## config.mk

```make
export PLATFORM = sky130hd
export DESIGN_NAME = udqo_engine
export DESIGN_NICKNAME = d
export VERILOG_FILES = /design/src/logic/udqo_engine.v /design/src/logic/udqo_setup_buf.v
export VERILOG_INCLUDE_DIRS = /design/src /design/src/inc
export SDC_FILE = /design/constraint.sdc
export NUM_CORES = 1
export LEC_CHECK = 0
export BUFFER_PORTS_ARGS = -buffer_cell sky130_fd_sc_hd__buf_2
export CAP_MARGIN = 5
export CORE_MARGIN = 2
export CORE_UTILIZATION = 55
export CTS_BUF_LIST = sky130_fd_sc_hd__clkbuf_16
export DETAILED_ROUTE_END_ITERATION = 6
export PLACE_DENSITY = 0.76
export SETUP_SLACK_MARGIN = 0.3
export SLEW_MARGIN = 20
export SYNTH_ARGS = -nofsm -noshare
export SYNTH_HDL_FRONTEND = slang
export SYNTH_HIERARCHICAL = 1
export SYNTH_SLANG_ARGS = --single-unit
```

## constraint.sdc

```tcl
create_clock -name CLK -period 7.41 [get_ports CLK]
set_input_delay 0.3705 -clock CLK [delete_from_list [all_inputs] [get_ports CLK]]
set_output_delay 0.3705 -clock CLK [all_outputs]
set_load 0.005 [all_outputs]
```

## src/inc/udqo_regs.vh

```
// constants for the queue head overlay engine: descriptor layout and
// field positions. assumes byte-addressed, word-aligned system memory.
`ifndef UDQO_REGS_VH
`define UDQO_REGS_VH

// ----------------------------------------------------------------------
// descriptor word offsets (bytes)
// ----------------------------------------------------------------------
`define UDQO_OFF_NEXT      8'h00
`define UDQO_OFF_TOKEN     8'h04
`define UDQO_OFF_PAGE0     8'h08
`define UDQO_OFF_PAGE4     8'h18

// ----------------------------------------------------------------------
// overlay geometry and word indices
// ----------------------------------------------------------------------
`define UDQO_OVL_WORDS     7
`define UDQO_IDX_NEXT      3'h0
`define UDQO_IDX_TOKEN     3'h1
`define UDQO_IDX_PAGE0     3'h2
`define UDQO_IDX_PAGE1     3'h3
`define UDQO_IDX_LAST      3'h6

// ----------------------------------------------------------------------
// field positions
// ----------------------------------------------------------------------
`define UDQO_TERM_BIT      0
`define UDQO_PTR_HI        31
`define UDQO_PTR_LO        5
`define UDQO_TB_HI         30
`define UDQO_TB_LO         16
`define UDQO_IOC_BIT       15
`define UDQO_ACTIVE_BIT    7
`define UDQO_ERR_HI        6
`define UDQO_ERR_LO        0
`define UDQO_OFS_HI        11
`define UDQO_OFS_LO        0
`define UDQO_FRM_HI        10
`define UDQO_FRM_LO        0

// ----------------------------------------------------------------------
// reset values and setup geometry
// ----------------------------------------------------------------------
`define UDQO_PTR_RESET     32'h0000_0000
`define UDQO_SETUP_BYTES   4'h8

`endif

```

## src/logic/udqo_engine.v

```verilog
// queue head overlay engine for one endpoint: fetches descriptors into
// the overlay, tracks the transfer, writes results back, walks the queue.
// assumes a word memory port with req/ack handshake and a packet engine
// that reports each finished transaction with a one-cycle pulse.
`timescale 1ns/10ps

module udqo_engine (
  input  wire        CLK,
  input  wire        RESETN,
  input  wire        PRIME,
  input  wire [31:0] PRIME_PTR,
  input  wire        TXN_DONE,
  input  wire        TXN_OK,
  input  wire [14:0] TXN_BYTES,
  input  wire        TXN_SHORT,
  input  wire [6:0]  TXN_ERR,
  input  wire [10:0] FRAME_NUM,
  input  wire        SETUP_VLD,
  input  wire [7:0]  SETUP_BYTE,
  input  wire        SETUP_QH_RX,
  input  wire        MEM_ACK,
  input  wire [31:0] MEM_RDATA,
  output reg         MEM_REQ,
  output reg         MEM_WE,
  output reg  [31:0] MEM_ADDR,
  output reg  [31:0] MEM_WDATA,
  output reg  [31:0] CUR_DTD_PTR,
  output reg         XFER_ACTIVE,
  output reg  [31:0] BUF_ADDR,
  output reg  [14:0] BYTES_LEFT,
  output reg         QUEUE_IDLE,
  output reg         USB_EVENT_INT,
  output wire [31:0] SETUP_WORD0,
  output wire [31:0] SETUP_WORD1,
  output wire        SETUP_RDY
);
`include "udqo_regs.vh"

  // ----------------------------------------------------------------------
  // states, one-hot
  // ----------------------------------------------------------------------
  localparam [4:0] S_IDLE  = 5'h01;  // waiting for priming
  localparam [4:0] S_FETCH = 5'h02;  // copying descriptor into overlay
  localparam [4:0] S_EXEC  = 5'h04;  // transfer running on endpoint
  localparam [4:0] S_WBACK = 5'h08;  // results back to memory
  localparam [4:0] S_ADV   = 5'h10;  // step to next descriptor

  // ----------------------------------------------------------------------
  // storage
  // ----------------------------------------------------------------------
  reg  [31:0] ovl_r [0:`UDQO_OVL_WORDS-1];  // overlay working copy
  reg  [4:0]  state_r;                      // current state
  reg  [2:0]  idx_r;                        // word index for fetch/wback
  reg  [31:0] cur_r;                        // current descriptor pointer
  integer     i;                            // overlay reset loop

  // ----------------------------------------------------------------------
  // transaction arithmetic
  // ----------------------------------------------------------------------
  wire [14:0] tb_now  = ovl_r[`UDQO_IDX_TOKEN][`UDQO_TB_HI:`UDQO_TB_LO];
  wire [11:0] ofs_now = ovl_r[`UDQO_IDX_PAGE0][`UDQO_OFS_HI:`UDQO_OFS_LO];
  wire        ovl_act = ovl_r[`UDQO_IDX_TOKEN][`UDQO_ACTIVE_BIT];
  // clamp so a misbehaving engine cannot wrap the count below zero
  wire        over    = (TXN_BYTES > tb_now);
  wire [14:0] tb_left = over ? 15'h0000 : (tb_now - TXN_BYTES);
  wire [11:0] ofs_nxt = ofs_now + TXN_BYTES[11:0];
  wire        fin     = (~TXN_OK) | TXN_SHORT | (tb_left == 15'h0000);
  wire [31:0] wb_addr = cur_r + {27'h0, idx_r, 2'b00};
  wire [31:0] nxt_ptr = {ovl_r[`UDQO_IDX_NEXT][`UDQO_PTR_HI:`UDQO_PTR_LO],
                         5'b00000};
  wire        nxt_trm = ovl_r[`UDQO_IDX_NEXT][`UDQO_TERM_BIT];

  // ----------------------------------------------------------------------
  // main sequencer
  // ----------------------------------------------------------------------
  // one process keeps the overlay and its control in lock step
  always @(posedge CLK) begin
    if (!RESETN) begin
      state_r       <= S_IDLE;
      idx_r         <= 3'h0;
      cur_r         <= `UDQO_PTR_RESET;
      MEM_REQ       <= 1'b0;
      MEM_WE        <= 1'b0;
      MEM_ADDR      <= 32'h0000_0000;
      MEM_WDATA     <= 32'h0000_0000;
      USB_EVENT_INT <= 1'b0;
      for (i = 0; i < `UDQO_OVL_WORDS; i = i + 1)
        ovl_r[i] <= 32'h0000_0000;
    end else begin
      USB_EVENT_INT <= 1'b0;            // pulse by default
      case (state_r)
        // idle: priming is the only way in; bits 4..0 forced clear
        S_IDLE: begin
          if (PRIME) begin
            cur_r   <= {PRIME_PTR[`UDQO_PTR_HI:`UDQO_PTR_LO],
                        5'b00000};
            idx_r   <= 3'h0;
            state_r <= S_FETCH;
          end
        end
        // fetch: one read per word, next link at 0x00 upward
        S_FETCH: begin
          if (!MEM_REQ) begin
            MEM_REQ  <= 1'b1;
            MEM_WE   <= 1'b0;
            MEM_ADDR <= wb_addr;
          end else if (MEM_ACK) begin
            MEM_REQ      <= 1'b0;
            ovl_r[idx_r] <= MEM_RDATA;
            if (idx_r == `UDQO_IDX_LAST) begin
              idx_r   <= 3'h0;
              state_r <= S_EXEC;
            end else begin
              idx_r <= idx_r + 3'h1;
            end
          end
        end
        // execute: only an active overlay lets the endpoint run
        S_EXEC: begin
          if (!ovl_act) begin
            state_r <= S_IDLE;
          end else if (TXN_DONE) begin
            if (TXN_OK) begin
              ovl_r[`UDQO_IDX_TOKEN][`UDQO_TB_HI:`UDQO_TB_LO] <=
                tb_left;
              ovl_r[`UDQO_IDX_PAGE0][`UDQO_OFS_HI:`UDQO_OFS_LO] <=
                ofs_nxt;
            end else begin
              // error bits accumulate in the status byte
              ovl_r[`UDQO_IDX_TOKEN][`UDQO_ERR_HI:`UDQO_ERR_LO] <=
                ovl_r[`UDQO_IDX_TOKEN][`UDQO_ERR_HI:`UDQO_ERR_LO]
                | TXN_ERR;
            end
            if (fin) begin
              ovl_r[`UDQO_IDX_TOKEN][`UDQO_ACTIVE_BIT] <= 1'b0;
              ovl_r[`UDQO_IDX_PAGE1][`UDQO_FRM_HI:`UDQO_FRM_LO] <=
                FRAME_NUM;
              idx_r   <= `UDQO_IDX_TOKEN;
              state_r <= S_WBACK;
            end
          end
        end
        // write back: only words 0x04..0x0c carry device fields
        S_WBACK: begin
          if (!MEM_REQ) begin
            MEM_REQ   <= 1'b1;
            MEM_WE    <= 1'b1;
            MEM_ADDR  <= wb_addr;
            MEM_WDATA <= ovl_r[idx_r];
          end else if (MEM_ACK) begin
            MEM_REQ <= 1'b0;
            MEM_WE  <= 1'b0;
            if (idx_r == `UDQO_IDX_PAGE1)
              state_r <= S_ADV;
            else
              idx_r <= idx_r + 3'h1;
          end
        end
        // advance: event first, then follow the link unless terminated
        S_ADV: begin
          USB_EVENT_INT <= ovl_r[`UDQO_IDX_TOKEN][`UDQO_IOC_BIT];
          idx_r <= 3'h0;
          if (nxt_trm) begin
            state_r <= S_IDLE;
          end else begin
            cur_r   <= nxt_ptr;
            state_r <= S_FETCH;
          end
        end
        default: begin
          state_r <= S_IDLE;
          MEM_REQ <= 1'b0;
        end
      endcase
    end
  end

  // ----------------------------------------------------------------------
  // registered views for the packet engine and software
  // ----------------------------------------------------------------------
  // outputs lag the overlay by one cycle; the packet engine must not
  // start a transaction before XFER_ACTIVE rises
  always @(posedge CLK) begin
    if (!RESETN) begin
      CUR_DTD_PTR <= `UDQO_PTR_RESET;
      XFER_ACTIVE <= 1'b0;
      BUF_ADDR    <= 32'h0000_0000;
      BYTES_LEFT  <= 15'h0000;
      QUEUE_IDLE  <= 1'b1;
    end else begin
      CUR_DTD_PTR <= cur_r;
      XFER_ACTIVE <= (state_r == S_EXEC) & ovl_act & ~TXN_DONE;
      // page 0 base plus running offset; page crossing is left to
      // the packet engine, which sees the other pages via memory
      BUF_ADDR    <= {ovl_r[`UDQO_IDX_PAGE0][31:12], ofs_now};
      BYTES_LEFT  <= tb_now;
      QUEUE_IDLE  <= (state_r == S_IDLE);
    end
  end

  // ----------------------------------------------------------------------
  // setup capture
  // ----------------------------------------------------------------------
  udqo_setup_buf u_setup (
    .clk      (CLK),
    .resetn   (RESETN),
    .byte_vld (SETUP_VLD),
    .byte_in  (SETUP_BYTE),
    .qh_rx    (SETUP_QH_RX),
    .word0    (SETUP_WORD0),
    .word1    (SETUP_WORD1),
    .rdy      (SETUP_RDY)
  );

endmodule // udqo_engine

```

## src/logic/udqo_setup_buf.v

```verilog
// setup buffer: packs the eight bytes after a setup token into two words.
// assumes bytes arrive in order, one per valid cycle, byte 0 first.
`timescale 1ns/10ps

module udqo_setup_buf (
  input  wire        clk,
  input  wire        resetn,
  input  wire        byte_vld,   // one byte per pulse
  input  wire [7:0]  byte_in,    // setup data byte
  input  wire        qh_rx,      // byte belongs to the receive queue head
  output reg  [31:0] word0,      // bytes 3..0
  output reg  [31:0] word1,      // bytes 7..4
  output reg         rdy         // both words hold a whole packet
);
`include "udqo_regs.vh"

  // ----------------------------------------------------------------------
  // byte capture
  // ----------------------------------------------------------------------
  reg [3:0] cnt_r;               // bytes taken of the current packet
  wire      take = byte_vld & qh_rx;

  // capture process; a new packet restarts the count after eight bytes
  always @(posedge clk) begin
    if (!resetn) begin
      cnt_r <= 4'h0;
      word0 <= 32'h0000_0000;
      word1 <= 32'h0000_0000;
      rdy   <= 1'b0;
    end else if (take) begin
      // first byte of a packet clears the ready flag
      if (cnt_r == 4'h0)
        rdy <= 1'b0;
      // low two bits of the count pick the lane, byte 0 in bits 7..0
      if (cnt_r[2] == 1'b0) begin
        word0[cnt_r[1:0]*8 +: 8] <= byte_in;
      end else begin
        word1[cnt_r[1:0]*8 +: 8] <= byte_in;
      end
      if (cnt_r == `UDQO_SETUP_BYTES - 4'h1) begin
        cnt_r <= 4'h0;
        rdy   <= 1'b1;
      end else begin
        cnt_r <= cnt_r + 4'h1;
      end
    end
  end

endmodule // udqo_setup_buf

```

==> impl_metrics.csv, run 1 <==
group,metric,value,unit
setup_path,worstSetupPathType,"flip-flop to flip-flop",
clock_tree,clk_path_buf_depth,3,
clock_tree,cts_tree,"done",
cells_and_area,instances_no_fill,2639,
power,power.density,268,mW/mm²
grt,grt_pass1_wl,86600,µm
logic_synthesis,synthCells,1814,
logic_synthesis,synth_area_leaders,"edfxtp_1 (37%), dfxtp_1 (23%), mux4_2 (6.9%)",
timing,clock.fmax,0.231,GHz
setup_path,crit_path_end_kind,"flip-flop",
grt,overflow,0,
timing,final-max-slew-violation-count,0,
clock_tree,clock_sinks,501,
setup_path,critPathTopFamily,"compound AO/OA/AOI/OAI gates",
routing,drc,0,
setup_path,critPathRequiredTime,7.86,ns
timing,setup-tns-final,0,ns
clock_tree,clk_pin_slew,0.06,ns
timing,finalSetupViolations,0,
logic_synthesis,synth_ff_type,"edfxtp_1",
setup_path,critPathMaxFanout,11,
logic_synthesis,synth_most_common_cell,"nand2_1",
grt,grt_usage,0.293,
logic_synthesis,yosysSeqAreaShare,0.603,
routing,first_pass_iters,6,
die,io_pins,327,
logic_synthesis,synth.avg_cell_area,11.5,µm²
timing,clock-skew-final,0.0215,ns
cells_and_area,fin_util,0.647,
timing,rsz0062_at_grt,"no",
placement,dpl.cell_count,2544,
clock_tree,ctsResizeCount,0,
logic_synthesis,ys_types,81,
logic_synthesis,yosysWarnings,6,
clock_tree,worstSkewPairLatency,0.60,ns
routing,viasPerCell,5.92,
grt,antenna_found_initial,3,
status,status,"complete, no violations",
placement,dp_worst_setup_slack,3.21,ns
placement,port_buffers,314,
timing,fin_ws,3.08,ns
placement,globalplace.congestion,0.916,
logic_synthesis,netlist_area,0.0209,mm²
hold_path,hp-class,"input pin to flip-flop",
logic_synthesis,yosys-top-cells-count,"nand2_1 (263), edfxtp_1 (256), nor2_1 (251)",
setup_path,cp.arrival,4.78,ns
timing,final-hold-violation-count,0,
setup_path,cp_slowest_cell,"a211oi_2",
routing,routed_wl,58600,µm
logic_synthesis,synthArstFlopShare,0,
cells_and_area,final_nets,2235,
power,peakVddDrop,202,µV
routing,wire_per_inst,22.2,µm
clock_tree,htreeDepth,2,
clock_tree,cts_root_buf,"clkbuf_16",
setup_path,crit_top_cell,"a21oi_1",
logic_synthesis,synth_edf_count,256,
clock_tree,holdBufCountCts,0,
timing,fin_crit_sh,0.585,
die,num_rows,71,
power,leakage,9.56,nW
routing,antenna_left,0,
die,die_area,0.0396,mm²
cells_and_area,syn_to_final_growth,16.4,%
logic_synthesis,synth-seq-cells,501,
placement,dp_hpwl,39700,µm
die,start_util,0.556,
timing,slew_headroom,0.310,
setup_path,crit_chain,"inv_1, ha_1, fa_1, nand2b_1, a21o_1, a21oi_1, a21oi_1, a2111oi_4, nand4_1, or4_4, a211oi_2, a22o_1",
timing,worstMarginPinSlew,1.03,ns
die,die_x,199,µm
job,drv_cap,0,
die,core,0.0376,mm²
grt,grt_max_degree,87,
logic_synthesis,yosysTopAreaCell,"edfxtp_1",
setup_path,critPathBufInv,1,
clock_tree,post_cts_buffers,0,
clock_tree,tritoncts.num_buffers,50,
cells_and_area,final_layout_size_suffix_gt1_frac,0.239,
logic_synthesis,synth_top_area_share,0.368,
grt,first_global_vias,14891,
setup_path,startpoint_type,"flip-flop",
die,die_y,199,µm
setup_path,max_stage_delay,0.88,ns
routing,drtIter0Drc,1460,
routing,num_vias,15625,
timing,min_period,4.33,ns
cell usage in the layout, fill, tap and decap left out, types with 27 or more instances in the layout:
cell type / Yosys / final
buf_2: 6 / 313
and2_1: 74 / 74
a22o_1: 27 / 27
a21oi_1: 61 / 60
nor2_1: 251 / 249
mux2i_1: 30 / 30
nand2_1: 263 / 262
nand3_1: 28 / 27
inv_1: 63 / 79
a211oi_1: 30 / 30
a311oi_1: 32 / 32
dfxtp_1: 245 / 243
mux4_2: 64 / 64
ha_1: 34 / 34
edfxtp_1: 256 / 256
clkbuf_16: 0 / 50
o22ai_1: 66 / 66
cell families (layout without fill, tap and decap cells):
logic type / count (synthesis) / in the layout / synth area share
and+or+nand+nor: 680 / 680 / 0.146
DFF: 501 / 501 / 0.603
AOI/OAI and AO/OA: 292 / 292 / 0.0986
buffers and inverters: 189 / 495 / 0.0382
muxes: 94 / 94 / 0.0834
adders and majority gates: 36 / 36 / 0.0223
xor gates and xnor gates: 21 / 21 / 0.00880
other: 1 / 9 / 0.000180
final cells by class:
class | instances | area (µm²)
diodes | 2 | 5.00
clock buffers | 50 | 1250
clock inverters | 43 | 260
fillers | 2836 | 13300
inverters | 65 | 245
multi-input cells | 1130 | 7560
flip-flops and latches | 501 | 12600
well taps | 511 | 639
repair buffers | 337 | 1750
path summary, 6_finish.rpt:
path / slack, ns / depth (start not counted) / endpoint / from
min reg2reg: 0.45 / 2 / MEM_ADDR[7]$_SDFFE_PN0P_ / MEM_ADDR[7]$_SDFFE_PN0P_
max reg2reg: 3.08 / 12 / ovl_r[3][8]$_DFFE_PP_ / ovl_r[1][16]$_DFFE_PP_
max: 3.08 / 12 / ovl_r[3][8]$_DFFE_PP_ / ovl_r[1][16]$_DFFE_PP_
min: 0.07 / 2 / ovl_r[3][1]$_DFFE_PP_ / FRAME_NUM[1]
state kept, by name (all words and copies together) (netlist names):
signal,flops
cur_r,27
MEM_REQ,1
ovl_r,256
idx_r,3
CUR_DTD_PTR,27
QUEUE_IDLE,1
MEM_WDATA,32
state_r,5
MEM_WE,1
u_setup/word0,32
BUF_ADDR,32
XFER_ACTIVE,1
BYTES_LEFT,15
USB_EVENT_INT,1
MEM_ADDR,30
u_setup/word1,32
u_setup/rdy,1
u_setup/cnt_r,4
routing by layer:
metal / global-route usage / vias up / routed length (µm)
li1: - / 7019 / -
met1: 0.394 / 7592 / 22800
met2: 0.465 / 878 / 27300
met3: 0.0631 / 136 / 6270
met4: 0.121 / 0 / 2190
met5: 0 / - / 0
through the flow:
step | total power, W | instance area, µm² | hold WS (ns)
after floorplan | 0.00393 | 20900 | 0.441
after global placement | 0.00418 | 22800 | 0.440
after detailed placement | 0.00422 | 22800 | 0.443
after CTS | 0.00654 | 24300 | 0.0477
after global routing | 0.00675 | 24300 | 0.0522
final | 0.00653 | 24300 | 0.0662
where the power goes:
part / leakage, nW / internal [W] / switching (W)
logic: 4.23 / 0.000426 / 0.000509
registers: 4.53 / 0.00308 / 0.000144
clock network: 0.796 / 0.00130 / 0.00107
Note: power is estimated with default switching activity, not from simulation.
==> run 2: changes to the inputs <==
--- a/config.mk
+++ b/config.mk
@@ -6,13 +6,14 @@
 export SDC_FILE = /design/constraint.sdc
 export NUM_CORES = 1
 export LEC_CHECK = 0
+export ABC_AREA = 1
 export BUFFER_PORTS_ARGS = -buffer_cell sky130_fd_sc_hd__buf_2
 export CAP_MARGIN = 5
 export CORE_MARGIN = 2
 export CORE_UTILIZATION = 55
 export CTS_BUF_LIST = sky130_fd_sc_hd__clkbuf_16
 export DETAILED_ROUTE_END_ITERATION = 6
-export PLACE_DENSITY = 0.76
+export PLACE_DENSITY = 0.75
 export SETUP_SLACK_MARGIN = 0.3
 export SLEW_MARGIN = 20
 export SYNTH_ARGS = -nofsm -noshare
==> constraint.sdc (replaced) <==
create_clock -name CLK -period 4.38 [get_ports CLK]
set_input_delay 0.219 -clock CLK [delete_from_list [all_inputs] [get_ports CLK]]
set_output_delay 0.219 -clock CLK [all_outputs]
set_load 0.005 [all_outputs]
==> run 2 against run 1 <==
Via count increased by 21%. Register-to-register slack got worse by 2.5 ns. Sequential share of layout area decreased by 3.2 points. Sequential power increased by 71%. Clock skew increased by 0.0018 ns. Cell area increased by 6.5%. Wire length increased by 9.4%. Count of clock-buffer cells in the layout increased by 1. Clock power increased by 79%. Die area increased by 4.3%. Worst setup slack got worse by 2.5 ns. Non-clock buffer count increased by 63. Critical path type unchanged.
==> impl_metrics.csv, run 2 <==
group,metric,value,unit
grt,grt_pass1_wl,98500,µm
job,drv_cap,0,
clock_tree,cts_tree,"done",
clock_tree,tritoncts.num_buffers,50,
routing,routed_wl,64100,µm
status,status,"complete, no violations",
logic_synthesis,ys_types,45,
cells_and_area,syn_to_final_growth,18.7,%
clock_tree,ctsResizeCount,0,
clock_tree,htreeDepth,2,
hold_path,hp-class,"input pin to flip-flop",
logic_synthesis,synth_top_area_share,0.352,
grt,grt_max_degree,127,
grt,overflow,0,
logic_synthesis,synth-seq-cells,501,
die,die_area,0.0413,mm²
die,start_util,0.560,
clock_tree,holdBufCountCts,51,
routing,first_pass_iters,6,
grt,grt_usage,0.307,
timing,slew_headroom,0.270,
timing,fin_crit_sh,0.863,
grt,antenna_found_initial,4,
cells_and_area,layout_common_cells,"nor2_1 (502), nand2_1 (428), buf_2 (313)",
logic_synthesis,synth_simple_gate_area_frac,0.193,
power,peakVddDrop,306,µV
logic_synthesis,synth_fa_ha_area_frac,0.0213,
cells_and_area,final_nets,2988,
power,power.density,463,mW/mm²
logic_synthesis,synth_edf_count,256,
clock_tree,clock_sinks,501,
logic_synthesis,yosysTopAreaCell,"edfxtp_1",
die,num_rows,72,
timing,clock.fmax,0.265,GHz
die,die_x,203,µm
routing,antenna_left,0,
timing,final-max-slew-violation-count,0,
setup_path,startpoint_type,"flip-flop",
logic_synthesis,synthArstFlopShare,0,
timing,clock-skew-final,0.0234,ns
logic_synthesis,yosysSeqAreaShare,0.577,
logic_synthesis,yosysWarnings,6,
timing,final-hold-violation-count,0,
grt,use_met2,0.490,
timing,finalSetupViolations,0,
clock_tree,worstSkewPairLatency,0.60,ns
routing,drtIter0Drc,2059,
cells_and_area,largest_reg_flops,256,
placement,dp_hpwl,43400,µm
power,leakage,11.8,nW
timing,worstMarginPinSlew,1.10,ns
logic_synthesis,synth_most_common_cell,"nor2_1",
logic_synthesis,synth_top_family_by_area,"simple AND/OR/NAND/NOR gates",
cells_and_area,multi_input_area,0.00762,mm²
logic_synthesis,synth.avg_cell_area,8.64,µm²
routing,drc,0,
die,die_y,203,µm
routing,num_vias,18899,
timing,rsz0062_at_grt,"no",
logic_synthesis,synthCells,2525,
logic_synthesis,netlist_area,0.0218,mm²
clock_tree,clk_path_buf_depth,3,
cells_and_area,fin_util,0.665,
setup_path,crit_path_end_kind,"flip-flop",
placement,port_buffers,314,
grt,met3_usage,0.0673,
clock_tree,post_cts_buffers,0,
die,io_pins,327,
timing,min_period,3.78,ns
setup_path,cp.arrival,4.01,ns
cells_and_area,final_layout_size_suffix_gt1_frac,0.158,
grt,grt-busiest-layer,"met2",
die,core,0.0389,mm²
clock_tree,cts_root_buf,"clkbuf_16",
cells_and_area,n_fill_cell,3259,
setup_path,worstSetupPathType,"flip-flop to flip-flop",
grt,first_global_vias,17817,
timing,setup-tns-final,0,ns
logic_synthesis,synth_compound_area_frac,0.127,
setup_path,critPathMaxFanout,18,
logic_synthesis,synth_area_leaders,"edfxtp_1 (35%), dfxtp_1 (22%), nor2_1 (8.7%)",
grt,gr-usage-met1,0.423,
clock_tree,clk_pin_slew,0.06,ns
setup_path,critPathRequiredTime,4.61,ns
logic_synthesis,yosys-top-cells-count,"nor2_1 (505), nand2_1 (428), o21ai_0 (296)",
routing,wire_per_inst,18.9,µm
logic_synthesis,synth_mux_area_frac,0,
logic_synthesis,synth_ff_type,"edfxtp_1",
cells_and_area,top_register,"ovl_r",
cells_and_area,register_area,0.0126,mm²
routing,viasPerCell,5.56,
logic_synthesis,yosys.area_share.xor_xnor,0.00482,
placement,globalplace.congestion,0.919,
cells_and_area,layout_commonest_cell,"nor2_1",
==> run 2: cell count changes in the layout (fill, tap and decap cells not counted), moves of 64 or more <==
cell and change:
o21ai_0 +272, nor2_1 +253, inv_1 +194, nand2_1 +166, and2_1 -65, mux4_2 -64
==> run 2: report_power, final <==
part	leakage (nW)	switching (W)	internal [W]	total, W
Clock	0.831	0.00182	0.00241	0.00423
Combinational	6.44	0.00149	0.000748	0.00224
Sequential	4.53	0.000229	0.00530	0.00553
Total	11.8	0.00353	0.00846	0.0120
==> run 2: worst paths after layout <==
path	from	endpoint	slack (ns)	cells after the start
worst max-delay path	ovl_r[1][18]$_DFFE_PP_	ovl_r[3][6]$_DFFE_PP_	0.60	16
worst min-delay path	FRAME_NUM[1]	ovl_r[3][1]$_DFFE_PP_	0.03	3
worst max register to register	ovl_r[1][18]$_DFFE_PP_	ovl_r[3][6]$_DFFE_PP_	0.60	16
worst min register to register	cur_r[24]$_SDFFE_PN0P_	CUR_DTD_PTR[24]$_SDFF_PN0_	0.44	2
==> run 2: worst max-delay path, stage by stage, from the launching register on <==
cell and delay (ns):
edfxtp_1 0.47, ha_1 0.40, nand2_1 0.10, nand2_1 0.06, inv_1 0.05, nand2_1 0.09, nand2_1 0.10, nand2_1 0.08
nand2_1 0.08, nand2_2 0.21, nand3_1 0.18, nand2_1 0.07, nor2_1 0.17, nand3_1 0.36, nand2_1 0.42, nand2_1 0.15
nand2_1 0.42
==> run 2: cells by family (layout without fill, tap and decap cells) <==
family                     Yosys count  in the layout
adders and majority gates           36             36
DFF                                501            501
buffers and inverters              421            768
other                                1             10
and+or+nand+nor                   1047           1047
AOI/OAI and AO/OA                  507            507
xor gates and xnor gates            12             12
==> run 2: layout make-up <==
type                    count  share of cell area
diodes                      3            0.000290
clock buffers              51              0.0493
clock inverters            41              0.0131
inverters                 276              0.0401
multi-input cells        1609               0.294
flip-flops and latches    501               0.487
well taps                 518              0.0250
repair buffers            400              0.0913
==> run 2: through the flow <==
step / instances / setup slack [ns] / power (W) / hold slack [ns] / cell area [µm²]
after global placement: 3252 / 0.780 / 0.00773 / 0.429 / 23700
after global routing: 3398 / 0.334 / 0.0125 / 0.0306 / 25900
after CTS: 3396 / 0.698 / 0.0120 / 0.00534 / 25900
after detailed placement: 3253 / 0.716 / 0.00778 / 0.429 / 23800
final: 3399 / 0.600 / 0.0120 / 0.0286 / 25900
after floorplan: 2531 / 1.06 / 0.00699 / 0.296 / 21800
==> run 2: metal layers <==
| metal | vias up | wire [µm] | share of wire |
|---|---|---|---|
| li1 | 8929 | - | - |
| met2 | 1045 | 29200 | 0.46 |
| met3 | 111 | 7240 | 0.11 |
| met4 | 0 | 1570 | 0.024 |
| met1 | 8814 | 26100 | 0.41 |
| met5 | - | 0 | 0 |
